<file path="config.mk">
export PLATFORM = sky130hd
export DESIGN_NAME = toa_base_station_flat
export DESIGN_NICKNAME = d
export VERILOG_FILES = /design/src/verilog/toa_pkg.sv /design/src/verilog/toa_link_if.sv /design/src/verilog/toa_base_station.sv /design/src/flat_wrapper.sv
export SDC_FILE = /design/constraint.sdc
export NUM_CORES = 1
export LEC_CHECK = 0
export BUFFER_PORTS_ARGS = -buffer_cell sky130_fd_sc_hd__buf_2
export CAP_MARGIN = 25
export CORE_MARGIN = 2
export CORE_UTILIZATION = 40
export DETAILED_ROUTE_END_ITERATION = 7
export PLACE_DENSITY = 0.64
export SLEW_MARGIN = 25
export SYNTH_ARGS = -nofsm -noshare
export SYNTH_HDL_FRONTEND = slang
export SYNTH_SLANG_ARGS = --single-unit
</file>
<file path="constraint.sdc">
create_clock -name REF_CLK -period 4.95 [get_ports REF_CLK]
set_clock_uncertainty 0.05 [all_clocks]
set_input_delay 0.495 -clock REF_CLK [delete_from_list [all_inputs] [get_ports REF_CLK]]
set_output_delay 0.495 -clock REF_CLK [all_outputs]
set_load 0.05 [all_outputs]
</file>
<file path="src/verilog/toa_pkg.sv">
// shared constants and types for the arrival window monitor link
package toa_pkg;
    localparam int TOA_W = 16;
    localparam int CFN_W = 8;
    localparam int TIME_W = 16;
    localparam logic [15:0] TOAWS_RST = 16'h0100;
    localparam logic [15:0] TOAWE_RST = 16'h0010;
    localparam int CLK_PERIOD_NS = 20;
    typedef enum logic [1:0] {
        FR_DATA = 2'h0,
        FR_SYNC = 2'h1
    } dl_kind_t;
    typedef enum logic [1:0] {
        UP_TIMING_ADJ = 2'h0,
        UP_SYNC_REPLY = 2'h1
    } ul_kind_t;
    typedef enum logic [1:0] {
        ST_IDLE = 2'b00,
        ST_EVAL = 2'b01,
        ST_SEND = 2'b11
    } mon_state_t;
endpackage

</file>
<file path="src/verilog/toa_link_if.sv">
// link between the controller end and the base station end
`timescale 1ns/1ps
`default_nettype none
interface toa_link_if;
    import toa_pkg::*;
    logic dl_valid;
    logic dl_ready;
    dl_kind_t dl_kind;
    logic [CFN_W-1:0] dl_cfn;
    logic ul_valid;
    logic ul_ready;
    ul_kind_t ul_kind;
    logic [CFN_W-1:0] ul_cfn;
    logic signed [TOA_W-1:0] ul_toa;
    modport bs(input dl_valid, dl_kind, dl_cfn, ul_ready, output dl_ready, ul_valid, ul_kind, ul_cfn, ul_toa);
    modport ctl(output dl_valid, dl_kind, dl_cfn, ul_ready, input dl_ready, ul_valid, ul_kind, ul_cfn, ul_toa);
endinterface
`default_nettype wire

</file>
<file path="src/verilog/toa_base_station.sv">
// base station end: receive window supervision and toa reporting
//
// Function
// - hold window start and end per bearer
// - data frame outside window yields timing adjustment report
// - frames between window end and latest still processed
// - controller probes with sync frame carrying cfn
// - always answer sync probe with toa
// - both negative: most negative advances
// - mixed signs: negative one advances
// - both positive: smaller one delays
`timescale 1ns/1ps
`default_nettype none
module toa_base_station
    import toa_pkg::*;
(
    input wire logic REF_CLK,
    input wire logic RST_N,
    toa_link_if.bs LINK,
    input wire logic CFG_LOAD,
    input wire logic [TIME_W-1:0] CFG_TOAWS,
    input wire logic [TIME_W-1:0] CFG_TOAWE,
    input wire logic [TIME_W-1:0] ARRIVAL_TIME,
    output logic DATA_ACCEPT,
    output logic DATA_LATE,
    output logic DATA_DROP,
    output logic [TIME_W-1:0] WIN_START,
    output logic [TIME_W-1:0] WIN_END
);
    // arrival_time counts ticks remaining to the latest arrival point;
    // zero marks latest arrival, larger is earlier
    mon_state_t state_ff;
    logic [TIME_W-1:0] toaws_ff;
    logic [TIME_W-1:0] toawe_ff;
    logic [TIME_W-1:0] arr_ff;
    dl_kind_t kind_ff;
    logic [CFN_W-1:0] cfn_ff;
    logic signed [TOA_W-1:0] toa_ff;
    ul_kind_t ul_kind_ff;
    logic [CFN_W-1:0] ul_cfn_ff;
    logic accept_ff;
    logic late_ff;
    logic drop_ff;
    logic signed [TOA_W:0] toa_wide;
    logic outside;
    logic after_end;
    logic beyond_latest;
    logic eval_data;
    logic take;
    logic cfg_take;

    // clamp to the report width so a far-off frame never flips sign
    function automatic logic signed [TOA_W-1:0] sat_toa(input logic signed [TOA_W:0] v);
        if (v[TOA_W] != v[TOA_W-1]) begin
            return {v[TOA_W], {(TOA_W-1){~v[TOA_W]}}};
        end
        return v[TOA_W-1:0];
    endfunction

    // ready is combinational, so an offered frame is taken on the first idle edge
    assign take = state_ff == ST_IDLE && LINK.dl_valid;
    // new window lands only between frames: one frame, one window
    assign cfg_take = CFG_LOAD && state_ff == ST_IDLE;
    assign eval_data = state_ff == ST_EVAL && kind_ff == FR_DATA;

    always_ff @(posedge REF_CLK or negedge RST_N) begin
        if (!RST_N) begin
            toaws_ff <= TOAWS_RST;
        end else if (cfg_take) begin
            toaws_ff <= CFG_TOAWS;
        end
    end

    always_ff @(posedge REF_CLK or negedge RST_N) begin
        if (!RST_N) begin
            toawe_ff <= TOAWE_RST;
        end else if (cfg_take) begin
            toawe_ff <= CFG_TOAWE;
        end
    end

    // toa relative to window end: arrival distance minus end margin
    assign toa_wide = $signed({1'b0, arr_ff}) - $signed({1'b0, toawe_ff});
    assign after_end = toa_wide < 0;
    // a frame right at the latest point leaves no time to process it
    assign beyond_latest = (arr_ff == '0) && (toawe_ff != '0);
    // window start is measured from window end
    assign outside = after_end || (toa_wide > $signed({1'b0, toaws_ff}));

    always_ff @(posedge REF_CLK or negedge RST_N) begin
        if (!RST_N) begin
            state_ff <= ST_IDLE;
        end else begin
            case (state_ff)
                ST_IDLE: begin
                    if (LINK.dl_valid) begin
                        state_ff <= ST_EVAL;
                    end
                end
                ST_EVAL: begin
                    if (kind_ff == FR_SYNC || outside) begin
                        state_ff <= ST_SEND;
                    end else begin
                        state_ff <= ST_IDLE;
                    end
                end
                ST_SEND: begin
                    if (LINK.ul_ready) begin
                        state_ff <= ST_IDLE;
                    end
                end
                default: begin
                    state_ff <= ST_IDLE;
                end
            endcase
        end
    end

    // arrival and frame fields are latched as the frame is taken
    always_ff @(posedge REF_CLK or negedge RST_N) begin
        if (!RST_N) begin
            arr_ff <= '0;
        end else if (take) begin
            arr_ff <= ARRIVAL_TIME;
        end
    end

    always_ff @(posedge REF_CLK or negedge RST_N) begin
        if (!RST_N) begin
            kind_ff <= FR_DATA;
        end else if (take) begin
            kind_ff <= LINK.dl_kind;
        end
    end

    always_ff @(posedge REF_CLK or negedge RST_N) begin
        if (!RST_N) begin
            cfn_ff <= '0;
        end else if (take) begin
            cfn_ff <= LINK.dl_cfn;
        end
    end

    // report fields are latched in evaluation and stand through the send state
    always_ff @(posedge REF_CLK or negedge RST_N) begin
        if (!RST_N) begin
            toa_ff <= '0;
        end else if (state_ff == ST_EVAL) begin
            toa_ff <= sat_toa(toa_wide);
        end
    end

    always_ff @(posedge REF_CLK or negedge RST_N) begin
        if (!RST_N) begin
            ul_cfn_ff <= '0;
        end else if (state_ff == ST_EVAL) begin
            ul_cfn_ff <= cfn_ff;
        end
    end

    always_ff @(posedge REF_CLK or negedge RST_N) begin
        if (!RST_N) begin
            ul_kind_ff <= UP_TIMING_ADJ;
        end else if (state_ff == ST_EVAL) begin
            ul_kind_ff <= (kind_ff == FR_SYNC) ? UP_SYNC_REPLY : UP_TIMING_ADJ;
        end
    end

    // data verdict pulses for one cycle, the cycle after evaluation
    always_ff @(posedge REF_CLK or negedge RST_N) begin
        if (!RST_N) begin
            accept_ff <= 1'b0;
        end else begin
            accept_ff <= eval_data && !beyond_latest;
        end
    end

    always_ff @(posedge REF_CLK or negedge RST_N) begin
        if (!RST_N) begin
            late_ff <= 1'b0;
        end else begin
            late_ff <= eval_data && after_end && !beyond_latest;
        end
    end

    // too late to process: dropped, though still reported as outside
    always_ff @(posedge REF_CLK or negedge RST_N) begin
        if (!RST_N) begin
            drop_ff <= 1'b0;
        end else begin
            drop_ff <= eval_data && beyond_latest;
        end
    end

    // one frame in flight; ready stays low until its report is gone
    assign LINK.dl_ready = state_ff == ST_IDLE;
    assign LINK.ul_valid = state_ff == ST_SEND;
    assign LINK.ul_kind = ul_kind_ff;
    assign LINK.ul_cfn = ul_cfn_ff;
    assign LINK.ul_toa = toa_ff;
    assign DATA_ACCEPT = accept_ff;
    assign DATA_LATE = late_ff;
    assign DATA_DROP = drop_ff;
    assign WIN_START = toaws_ff;
    assign WIN_END = toawe_ff;
endmodule
`default_nettype wire

</file>
<file path="src/flat_wrapper.sv">
// flat-port wrapper written by rule: the top's interface ports become plain ports
module toa_base_station_flat import toa_pkg::*;
  (REF_CLK, RST_N, CFG_LOAD, CFG_TOAWS, CFG_TOAWE, ARRIVAL_TIME, DATA_ACCEPT, DATA_LATE, DATA_DROP, WIN_START, WIN_END, LINK_dl_valid, LINK_dl_kind, LINK_dl_cfn, LINK_ul_ready, LINK_dl_ready, LINK_ul_valid, LINK_ul_kind, LINK_ul_cfn, LINK_ul_toa);
  toa_link_if LINK_i ();
  input wire logic REF_CLK;
  input wire logic RST_N;
  input wire logic CFG_LOAD;
  input wire logic [TIME_W-1:0] CFG_TOAWS;
  input wire logic [TIME_W-1:0] CFG_TOAWE;
  input wire logic [TIME_W-1:0] ARRIVAL_TIME;
  output logic DATA_ACCEPT;
  output logic DATA_LATE;
  output logic DATA_DROP;
  output logic [TIME_W-1:0] WIN_START;
  output logic [TIME_W-1:0] WIN_END;
  input wire logic [$bits(LINK_i.dl_valid)-1:0] LINK_dl_valid;
  input wire logic [$bits(LINK_i.dl_kind)-1:0] LINK_dl_kind;
  input wire logic [$bits(LINK_i.dl_cfn)-1:0] LINK_dl_cfn;
  input wire logic [$bits(LINK_i.ul_ready)-1:0] LINK_ul_ready;
  output wire logic [$bits(LINK_i.dl_ready)-1:0] LINK_dl_ready;
  output wire logic [$bits(LINK_i.ul_valid)-1:0] LINK_ul_valid;
  output wire logic [$bits(LINK_i.ul_kind)-1:0] LINK_ul_kind;
  output wire logic [$bits(LINK_i.ul_cfn)-1:0] LINK_ul_cfn;
  output wire logic [$bits(LINK_i.ul_toa)-1:0] LINK_ul_toa;
  assign LINK_i.dl_valid = LINK_dl_valid;
  assign LINK_i.dl_kind = LINK_dl_kind;
  assign LINK_i.dl_cfn = LINK_dl_cfn;
  assign LINK_i.ul_ready = LINK_ul_ready;
  assign LINK_dl_ready = LINK_i.dl_ready;
  assign LINK_ul_valid = LINK_i.ul_valid;
  assign LINK_ul_kind = LINK_i.ul_kind;
  assign LINK_ul_cfn = LINK_i.ul_cfn;
  assign LINK_ul_toa = LINK_i.ul_toa;
  toa_base_station u_core (.REF_CLK(REF_CLK), .RST_N(RST_N), .LINK(LINK_i), .CFG_LOAD(CFG_LOAD), .CFG_TOAWS(CFG_TOAWS), .CFG_TOAWE(CFG_TOAWE), .ARRIVAL_TIME(ARRIVAL_TIME), .DATA_ACCEPT(DATA_ACCEPT), .DATA_LATE(DATA_LATE), .DATA_DROP(DATA_DROP), .WIN_START(WIN_START), .WIN_END(WIN_END));
endmodule
</file>
[After elaboration in Yosys (flattened, before gate mapping)]
Cells that the tools add are included.
W data, S select, Z words.
Word-level totals
  register bits after elaboration: 89
  word-level logic and storage cells: 47
Cells by class
  $lt $le $gt $ge: 2
  equal/unequal tests: 6
  add/sub/neg operators: 1
  mux-type cells: 9
  reductions and logical operators: 16
  bitwise gates (word level): 1
Operator list (count)
  $mux W16: 2
  $gt A17 B17 Y1: 1
  $lt A17 B1 Y1 const B: 1
  $sub A16 B16 Y17: 1
  $logic_not A16 Y1: 1
  $reduce_bool A16 Y1: 1
  $logic_and A1 B1 Y1: 8
  $mux W2: 3
  $pmux W2 S3: 1
  $eq A2 B1 Y1 const B: 2
  $logic_not A2 Y1: 2
  $ne A2 B2 Y1 const B: 2
  $mux W1: 3
  $eq A2 B2 Y1 const B: 1
  $logic_or A1 B1 Y1: 2
  $reduce_and A2 Y1: 1
  $logic_not A1 Y1: 1
  $ne A1 B1 Y1: 1
  $not A1 Y1: 1

[Logic depth before layout (Yosys ltp)]
Gate-level depths: netlist (run 1).
  word-level depth: 6
  mapped depth: 18
  mapped depth without buffers: 18

[Least setup slack after synthesis (run 1)]
Ideal clock, no wire load.
  path kind: reg-to-reg
  start: reg u_core.toawe_ff[0] (netlist: u_core.WIN_END[0])
  end: reg u_core.state_ff[0]
  stages on the path, launching flop included: 17
  path slack: 1.006 ns
  arrival time: 3.767 ns
  buffers on the path: 0
  setup time: 0.126 ns
  path through: dfrtp_1 > ha_1 > inv_1 > fa_1 > nand3_1 > a21oi_1 > or3_1 > a21o_1 > xnor2_1 > inv_1 > ha_1 > nand2_1 > or3_1 > o32a_1 > o31ai_1 > nand3b_1 > a221o_1
Between the ends
  longest elaborated chain between the ends: 6
RTL lines
  start: declaration: line toa_base_station.sv:34  | logic [TIME_W-1:0] toawe_ff;
  start signal: assignment: line toa_base_station.sv:76  | toawe_ff <= TOAWE_RST;
  start signal: assignment: line toa_base_station.sv:78  | toawe_ff <= CFG_TOAWE;
  $sub A16 B16 Y17 (*): line toa_base_station.sv:83  | assign toa_wide = $signed({1'b0, arr_ff}) - $signed({1'b0, toawe_ff});
  $lt A17 B1 Y1 / $gt A17 B17 Y1 (equally long branches): line toa_base_station.sv:84, toa_base_station.sv:88
  $logic_or A1 B1 Y1 (*): line toa_base_station.sv:88  | assign outside = after_end || (toa_wide > $signed({1'b0, toaws_ff}));
  $logic_or A1 B1 Y1 (*): line toa_base_station.sv:101  | if (kind_ff == FR_SYNC || outside) begin
  $mux W2 (*): line toa_base_station.sv:101
  $pmux W2 S3 (*): line toa_base_station.sv:94  | case (state_ff)
  end signal: assignment: line toa_base_station.sv:97  | state_ff <= ST_EVAL;
  end signal: assignment: line toa_base_station.sv:102  | state_ff <= ST_SEND;
  end signal: assignment: line toa_base_station.sv:104  | state_ff <= ST_IDLE;
  end: declaration: line toa_base_station.sv:32  | mon_state_t state_ff;
Every way passes the cells marked *; elsewhere a longest branch is shown, timed or not.
A chain may end at the register's enable or synchronous reset.

[Worst setup path in the final report (run 1)]
  start: reg u_core.toawe_ff[4] (netlist: u_core.WIN_END[4])
  end: reg u_core.state_ff[0]
Same word-level chain as after synthesis.

==> results_dict.tcl, run 1 <==
set metrics [dict create \
    worst-setup-path-type "reg2reg" \
    grt_pass1_vias 3683 \
    coreArea_sq_um 11520 \
    rows 39 \
    dpl.hpwl_um 8880 \
    slew_headroom 0.3467 \
    fin_crit_ps 3941 \
    synth_nets 566 \
    grt_pass1_wl_um 18270 \
    viasPerCell 5.135 \
    rsz0062_at_grt "false" \
    cts_tree "yes" \
    clk_latency_ps 340 \
    layoutNonFillerInstCount 733 \
    cts_hold_buffers 0 \
    grt_max_degree 89 \
    tns_ps 0 \
    hold_viol_final 0 \
    synth_top_area_frac 0.4522 \
    totalWireLength_um 11590 \
    cp-start-kind "flip-flop" \
    io_buffers 124 \
    htree_levels 3 \
    clock-sinks 88 \
    syn_to_final_growth_pct 20.82 \
    path_clk_slew_ps 60 \
    met3_wirelength_um 588 \
    ios 126 \
    synth.distinct_cells 49 \
    antenna_found_initial 0 \
    dieArea_sq_um 12790 \
    whs_ps 133.6 \
    hold_class "in2async" \
    cts_resized 0 \
    drtIter0Drc 140 \
    finalSetupViolations 0 \
    max_cap_viol_count 0 \
    nFillCells 1087 \
    synth-async-reset-ratio 1.000 \
    avgRoutedWirePerCell_um 15.81 \
    post-synth-top-count-cell "dfrtp_1" \
    grtUsageTotal 0.1823 \
    drt_pass1_iterations 6 \
    critPathCaptureType "flip-flop" \
    die_h_um 113.1 \
    slew_violations 0 \
    path_max_fanout 6 \
    worst_slew_pin_slew_ps 980.0 \
    synthTopCellsByCount "86 x dfrtp_1, 58 x nand2_1, 50 x inv_1, 50 x o21ai_0, 36 x mux2_2" \
    post-place-cells 718 \
    ys.flop_type "dfrtp_1" \
    status "finished, violations left" \
    ys_warn_count 0 \
    cts_root_buf "clkbuf_16" \
    postSynthCellCount 470 \
    antenna_cells 0 \
    synth_top_cell_by_area "dfrtp_1" \
    fin_crit_sh 0.7961 \
    drive_above_1_share 0.3136 \
    die_w_um 113.1 \
    max_freq_mhz 253.7 \
    ys_seq_area_frac 0.4632 \
    violations "design-rule violations" \
    slowest_delay_ps 550 \
    cp_slowest_cell "dfstp_2" \
    vias 3764 \
    antenna_left 0 \
    synthTopCellsByArea "dfrtp_1 45%, mux2_2 8.5%, ha_1 8.4%, o21ai_0 5.3%, nand2_1 4.6%" \
    grt_overflow_total 0 \
    cts_buffers 9 \
    routed.top_layer "met4" \
    syn_area_sq_um 4760 \
    clk_path_buf_depth 2 \
    start_util 0.4133 \
    worstPathArrival_ps 4110 \
    syn_area_per_cell_sq_um 10.13 \
    fin_nets 682 \
    gp_congestion 0.9395 \
    required_ps 5120 \
    wl_met2_um 5539 \
    ys_seq_elements 88 \
    synth_edf_count 0 \
    drc 7 \
    cp.buffers_inverters 2 \
    met1Wirelength_um 5222 \
    critPathTopFamily "compound AO/OA/AOI/OAI gates" \
    postCtsSetupBuffers 0 \
    path_cells "inv_1 > ha_1 > nand3_1 > a21oi_1 > o21ai_0 > a211o_1 > xor2_1 > inv_1 > ha_1 > nand4_1 > or3_1 > o32a_1 > o31ai_1 > nand3b_1 > a221o_1" \
]
## state kept, by name, indices dropped and copies added (netlist names)
| signal | cells |
|---|---|
| u_core.LINK.ul_kind | 1 |
| u_core.WIN_END | 16 |
| u_core.LINK.ul_toa | 16 |
| u_core.kind_ff | 2 |
| u_core.DATA_LATE | 1 |
| u_core.state_ff | 2 |
| u_core.WIN_START | 16 |
| u_core.LINK.ul_cfn | 8 |
| u_core.arr_ff | 16 |
| u_core.cfn_ff | 8 |
| u_core.DATA_DROP | 1 |
| u_core.DATA_ACCEPT | 1 |
## cell families (layout without fill, tap and decap cells)
logic type,Yosys count,in the layout,synth area share
AND/OR/NAND/NOR,108,108,0.1057
AO/OA/AOI/OAI,107,107,0.1441
flip-flops,88,88,0.4632
buffers and inverters,72,192,0.06309
adder cells (fa/ha/maj),46,46,0.1157
multiplexers,37,37,0.08728
XOR/XNOR,11,11,0.02024
other,1,1,0.0007879
## metal layers
layer,GRT usage,vias to the layer above
met2,0.2938,87
met1,0.2388,1805
met3,0.04285,16
li1,-,1856
met5,0,-
met4,0.07236,0
## placed cells by master, fill, tap and decap left out, types with 2 or more instances in the layout
| cell | n |
|---|---|
| xnor2_1 | 9 |
| a21o_1 | 13 |
| o211a_1 | 2 |
| a21oi_1 | 13 |
| and3_1 | 2 |
| nor2b_1 | 2 |
| a211oi_1 | 3 |
| dfrtp_1 | 86 |
| a41oi_1 | 2 |
| o21ai_0 | 50 |
| nor2_1 | 8 |
| nand2_1 | 58 |
| or3_1 | 2 |
| mux2_2 | 36 |
| ha_1 | 32 |
| buf_4 | 3 |
| nand4_1 | 4 |
| o21ai_1 | 9 |
| clkbuf_16 | 9 |
| clkinv_2 | 2 |
| a22o_1 | 2 |
| inv_1 | 50 |
| nor4_1 | 9 |
| maj3_1 | 13 |
| and2_1 | 3 |
| nor3_1 | 5 |
| o31ai_1 | 2 |
| xor2_1 | 2 |
| nand3_1 | 4 |
| dfstp_2 | 2 |
| buf_2 | 123 |
| clkbuf_8 | 2 |
| nand2b_1 | 7 |
## per-stage QoR
step | setup WS (ps) | utilization | area [sq um]
2_1_floorplan | 1006 | - | 4760
3_3_place_gp | 1131 | 0.4752 | 5473
3_5_place_dp | 1041 | 0.4756 | 5477
4_1_cts | 1013 | 0.4993 | 5751
5_1_grt | 706.9 | 0.4993 | 5751
6_report | 1009 | 0.4993 | 5751
## worst paths after layout
path / depth (start not counted) / slack (ps) / startpoint / end
worst min register to register: 2 / 430 / u_core.LINK.ul_kind[0] / u_core.LINK.ul_kind[0]
worst max-delay path: 15 / 1010 / u_core.WIN_END[4] / u_core.state_ff[0]
min in group REF_CLK: 3 / 310 / CFG_TOAWS[15] / u_core.WIN_START[15]
worst min-delay path: 1 / 130 / RST_N / u_core.WIN_END[1]
worst max register to register: 15 / 1010 / u_core.WIN_END[4] / u_core.state_ff[0]
max in group asynchronous: 1 / 4100 / RST_N / u_core.LINK.ul_toa[5]
## cell type report
cell class / count / area, sq um / share of cell area
Clock buffer: 12 / 256.5 / 0.04460
Clock inverter: 3 / 17.52 / 0.003046
Inverter: 50 / 187.7 / 0.03264
Multi-Input combinational cell: 310 / 2256 / 0.3923
Sequential cell: 88 / 2205 / 0.3834
Tap cell: 143 / 178.9 / 0.03111
Timing Repair Buffer: 127 / 649.4 / 0.1129
Power of run 1 is not shown: default switching activity piles up to over one toggle a cycle in this logic, so the estimate is an artifact.
==> run 2, diff against run 1 <==
- ABC_AREA: unset -> 1
- PLACE_DENSITY: 0.64 -> 0.67
- clock period: 4.95 -> 3.2 ns (I/O delays scaled with it)
==> run 2 against run 1 <==
Effect of this change: the run ends with negative hold slack left; wire length grew 2.7%; synthesized area grew 1.8%; synthesized cell count grew 13%; non-clock buffer count grew 11; sequential cell count is the same; register-to-register slack lost 890 ps; maximum frequency grew 28%; critical path depth grew 9; die area grew 1.7%; via count grew 4.6%; first-iteration DRC count grew 20%; sequential share of layout area shrank 2.6 points; critical endpoint unchanged.
==> results_dict.tcl, run 2 <==
set metrics [dict create \
    grtUsageTotal 0.1920 \
    totalWireLength_um 11900 \
    slew_headroom 0.4689 \
    status "finished, violations left" \
    final_cell_mix "123 x buf_2, 103 x nand2_1, 85 x dfrtp_1, 58 x inv_1, 54 x nor2_1" \
    max_freq_mhz 325.0 \
    slowest_delay_ps 390 \
    syn_area_sq_um 4843 \
    postSynthCellCount 531 \
    drc 0 \
    coreArea_sq_um 11910 \
    multi_input_area_sq_um 2476 \
    violations "negative hold slack" \
    avgRoutedWirePerCell_um 14.55 \
    drtIter0Drc 168 \
    ys.flop_type "dfrtp_1" \
    post-synth-top-count-cell "nand2_1" \
    design_area_sq_um 6176 \
    cts_buffers 9 \
    fin_crit_ps 3077 \
    dpl.hpwl_um 9283 \
    antenna_cells 0 \
    required_ps 3380 \
    cp_slowest_cell "dfrtp_1" \
    io_buffers 124 \
    synthTopCellsByCount "108 x nand2_1, 86 x dfrtp_1, 61 x inv_1, 56 x nor2_1, 45 x a21oi_1" \
    synth_top_area_frac 0.4443 \
    synth_nets 627 \
    syn_to_final_growth_pct 27.51 \
    fin_crit_sh 0.9616 \
    synthTopCellsByArea "dfrtp_1 44%, nand2_1 8.4%, ha_1 8.3%, mux2_2 6.0%, inv_1 4.7%" \
    critPathCaptureType "flip-flop" \
    start_util 0.4066 \
    synth.distinct_cells 43 \
    finalSetupViolations 0 \
    rows 40 \
    dp_worst_setup_slack_ps 38.75 \
    drive_above_1_share 0.3845 \
    viasPerCell 4.814 \
    gp_congestion 0.8216 \
    cts_root_buf "clkbuf_16" \
    whs_ps -15.57 \
    grt_pass1_wl_um 19330 \
    worstPathArrival_ps 3260 \
    worst_slack_ps 122.8 \
    grt_pass1_vias 3910 \
    critPathMostFrequentCell "nand2_1" \
    ys_seq_elements 88 \
    rsz0062_at_grt "true" \
    drt_pass1_iterations 5 \
    slew_violations 0 \
    clk_latency_ps 340 \
    worst-setup-path-type "reg2reg" \
    cts_hold_buffers 0 \
    nFillCells 1132 \
    htree_levels 3 \
    cts_tree "yes" \
    synth-async-reset-ratio 1.000 \
    grt_overflow_total 0 \
    ys_seq_area_frac 0.4552 \
    path_cells "inv_2 > ha_4 > inv_4 > fa_2 > nand2_2 > a21oi_4 > nand3_2 > o21bai_4 > a21o_1 > xor2_2 > inv_1 > ha_4 > nand2_2 > nor2_1 > a211oi_2 > nand2_1 > nand2_1 > nand2_1 > nand2_1 > nand2_1 > nand2_1 > nand2_1 > nand2_1 > nand2_1" \
    die_w_um 114.0 \
    dpl-instance-area_sq_um 5619 \
    grt_max_degree 89 \
    regArea_sq_um 2206 \
    synth_edf_count 0 \
    antenna_found_initial 0 \
    syn_area_per_cell_sq_um 9.121 \
    path_clk_slew_ps 60 \
    ys_warn_count 0 \
    dieArea_sq_um 13010 \
    synth_top_cell_by_area "dfrtp_1" \
    clk_path_buf_depth 2 \
    antenna_left 0 \
    worst_slew_pin_slew_ps 796.7 \
    fin_nets 762 \
    clock-sinks 88 \
    hold_class "in2async" \
    path_max_fanout 3 \
    final_common_cell "buf_2" \
    vias 3938 \
    die_h_um 114.0 \
    cp-start-kind "flip-flop" \
    ios 126 \
    max_cap_viol_count 0 \
    hold_viol_final 11 \
]
run 2: timing repair:
action / CTS / global route
buffers inserted: 0 / 9
setup endpoints to repair: 0 / 2
gates resized for setup: 0 / 31
run 2: path summary, 6_finish.rpt:
path	from	endpoint	slack [ps]	depth (start not counted)
worst max-delay path	u_core.arr_ff[0]	u_core.state_ff[0]	120	24
worst min-delay path	RST_N	u_core.cfn_ff[3]	-20	1
worst max register to register	u_core.arr_ff[0]	u_core.state_ff[0]	120	24
worst min register to register	u_core.cfn_ff[7]	u_core.LINK.ul_cfn[7]	420	2
max in group asynchronous	RST_N	u_core.WIN_END[0]	2520	1
min in group REF_CLK	LINK_dl_cfn[5]	u_core.cfn_ff[5]	150	2
run 2: layout make-up:
class | count | share of cell area
Inverter | 65 | 0.04234
Multi-Input combinational cell | 364 | 0.4009
Clock inverter | 6 | 0.01357
Tap cell | 147 | 0.02978
Clock buffer | 10 | 0.03707
Sequential cell | 88 | 0.3572
Timing Repair Buffer | 138 | 0.1191
run 2: routing by layer:
| layer | wire, um | track usage |
|---|---|---|
| met2 | 5706 | 0.3198 |
| met1 | 5490 | 0.2503 |
| met5 | 0 | 0 |
| met3 | 498 | 0.04251 |
| met4 | 206 | 0.05935 |
run 2: through the flow:
stage                     utilization  setup TNS, ps  hold WS, ps  instances
after global placement         0.4714              0        401.8        793
after floorplan                     -              0       -25.59        531
final                          0.5185              0       -15.57        818
after CTS                      0.4980              0        17.15        809
after detailed placement       0.4717              0        394.1        793
after global routing           0.5185         -209.0        54.80        818
run 2: worst max-delay path, delay by kind of cell, from the launching register on:
kind            cells  cell delay, ps
compound gates      4             560
simple gates       13             850
buf+inv             3             210
fa+ha+maj           3             750
flops               1             390
xor+xnor            1             140
run 2: cells by family (layout without fill, tap and decap cells):
| kind of cell | Yosys count | in the layout | synth area share |
|---|---|---|---|
| other cells | 1 | 1 | 0.0007743 |
| xor+xnor | 12 | 12 | 0.02170 |
| simple gates | 214 | 214 | 0.2056 |
| mux | 26 | 26 | 0.06045 |
| buf+inv | 79 | 219 | 0.06923 |
| compound gates | 78 | 78 | 0.1002 |
| fa+ha+maj | 33 | 33 | 0.08680 |
| flops | 88 | 88 | 0.4552 |
Power of run 2 is left out for the same reason.
==> run 3, diff against run 2 <==
- PLACE_DENSITY: 0.67 -> 0.64
- clock period: 3.2 -> 3.86 ns (I/O delays scaled with it)
==> run 3 against run 2 <==
Effect of this change: the flow now finishes without violations; clock-buffer cell count rose by 4; sequential cell count stayed put; die area did not move; setup slack gained 540 ps; sequential share of layout area increased by 1.4 points; cell count decreased by 1.6%; wire length shrank 2.4%; core utilization fell by 2.0 points.
==> results_dict.tcl, run 3 (synthesis gave the netlist of run 2 again) <==
set metrics [dict create \
    status "complete, no violations" \
    r2r_start "u_core.WIN_END[0]" \
    rsz0062_at_grt "false" \
    dpl-instance-area_sq_um 5603 \
    fin_nets 749 \
    totalWireLength_um 11620 \
    drtIter0Drc 134 \
    worstPathArrival_ps 3380 \
    max_freq_mhz 312.9 \
    slew_violations 0 \
    r2r_slack_ps 660 \
    ios 126 \
    cts_resized 0 \
    startpoint "u_core.WIN_END[0]" \
    rows 40 \
    tns_ps 0 \
    postCtsSetupBuffers 0 \
    antenna_cells 0 \
    cts_buffers 9 \
    dieArea_sq_um 13010 \
    syn_to_final_growth_pct 22.58 \
    drive_above_1_share 0.3313 \
    layoutNonFillerInstCount 805 \
    slew_headroom 0.4600 \
    cts_root_buf "clkbuf_16" \
    nFillCells 1181 \
    clk_latency_ps 340 \
    clk_path_buf_depth 2 \
    coreArea_sq_um 11910 \
    design_area_sq_um 5937 \
    max_cap_viol_count 0 \
    drt_pass1_iterations 4 \
    fin_crit_ps 3196 \
    die_w_um 114.0 \
    hold_class "in2async" \
    viasPerCell 4.796 \
    worst-setup-path-type "reg2reg" \
    grt_pass1_wl_um 18910 \
    hold_viol_final 0 \
    io_buffers 124 \
    antenna_found_initial 0 \
    clock-sinks 88 \
    avgRoutedWirePerCell_um 14.44 \
    cp-start-kind "flip-flop" \
    final_cell_mix "123 x buf_2, 106 x nand2_1, 86 x dfrtp_1, 61 x inv_1, 56 x nor2_1" \
    required_ps 4040 \
    final_common_cell "buf_2" \
    finalSetupViolations 0 \
    worst_slew_pin_slew_ps 808.0 \
    drc 0 \
    cts_tree "yes" \
    htree_levels 3 \
    grt_pass1_vias 3875 \
    post-place-cells 789 \
    antenna_left 0 \
    fin_crit_sh 0.8280 \
    critPathCaptureType "flip-flop" \
    gp_congestion 0.8549 \
    grtUsageTotal 0.1873 \
    dpl.hpwl_um 9184 \
    path_clk_slew_ps 60 \
    start_util 0.4066 \
    grt_overflow_total 0 \
    grt_max_degree 89 \
    die_h_um 114.0 \
    vias 3861 \
    path_max_fanout 4 \
    cts_hold_buffers 0 \
]
==> run 3: critical path: stages, from the launching register on <==
cell and delay (ps):
dfrtp_1 400, ha_1 210, inv_1 90, fa_1 210, nand2_1 70, a21oi_2 180
nand3_2 120, o21bai_4 180, nand3_1 90, nand2_1 80, xnor2_1 160, inv_1 70
ha_1 290, a21oi_1 150, nor2_1 50, a211oi_1 160, nand2_1 80, nand2_1 50
nand2_1 50, nand2_1 60, nand2_1 50, nand2_1 60, nand2_1 50, nand2_1 60
nand2_1 60
==> run 3: metal layers <==
layer  GRT usage  wire length, um  vias up
met2      0.3119             5565       88
met4     0.05854              201        0
li1            -                -     1965
met1      0.2403             5217     1794
met3     0.04729              637       14
met5           0                0        -
==> run 3: final cells by class <==
| class | instances | area [sq um] | share of cell area |
|---|---|---|---|
| Clock buffer | 14 | 274.0 | 0.04615 |
| Inverter | 65 | 259.0 | 0.04362 |
| Tap cell | 147 | 183.9 | 0.03098 |
| Timing Repair Buffer | 125 | 646.9 | 0.1090 |
| Clock inverter | 2 | 60.06 | 0.01012 |
| Sequential cell | 88 | 2205 | 0.3713 |
| Multi-Input combinational cell | 364 | 2308 | 0.3888 |
==> run 3: per-stage QoR <==
stage,util,setup WS (ps),hold WS (ps)
floorplan,-,652.9,40.41
global placement,0.4682,750.4,402.1
detailed placement,0.4704,687.8,403.9
CTS,0.4984,643.8,99.17
global route,0.4984,326.3,128.6
finish,0.4984,663.8,57.87
==> run 3: path summary, 6_finish.rpt <==
kind,cells past startpoint,end
setup reg to reg,24,u_core.state_ff[1]
hold / removal,1,u_core.WIN_END[2]
max in group asynchronous,1,u_core.cfn_ff[4]
hold reg to reg,2,u_core.LINK.ul_kind[0]
min in group REF_CLK,2,u_core.arr_ff[3]
setup / recovery,24,u_core.state_ff[1]
Power of run 3 is left out for the same reason.
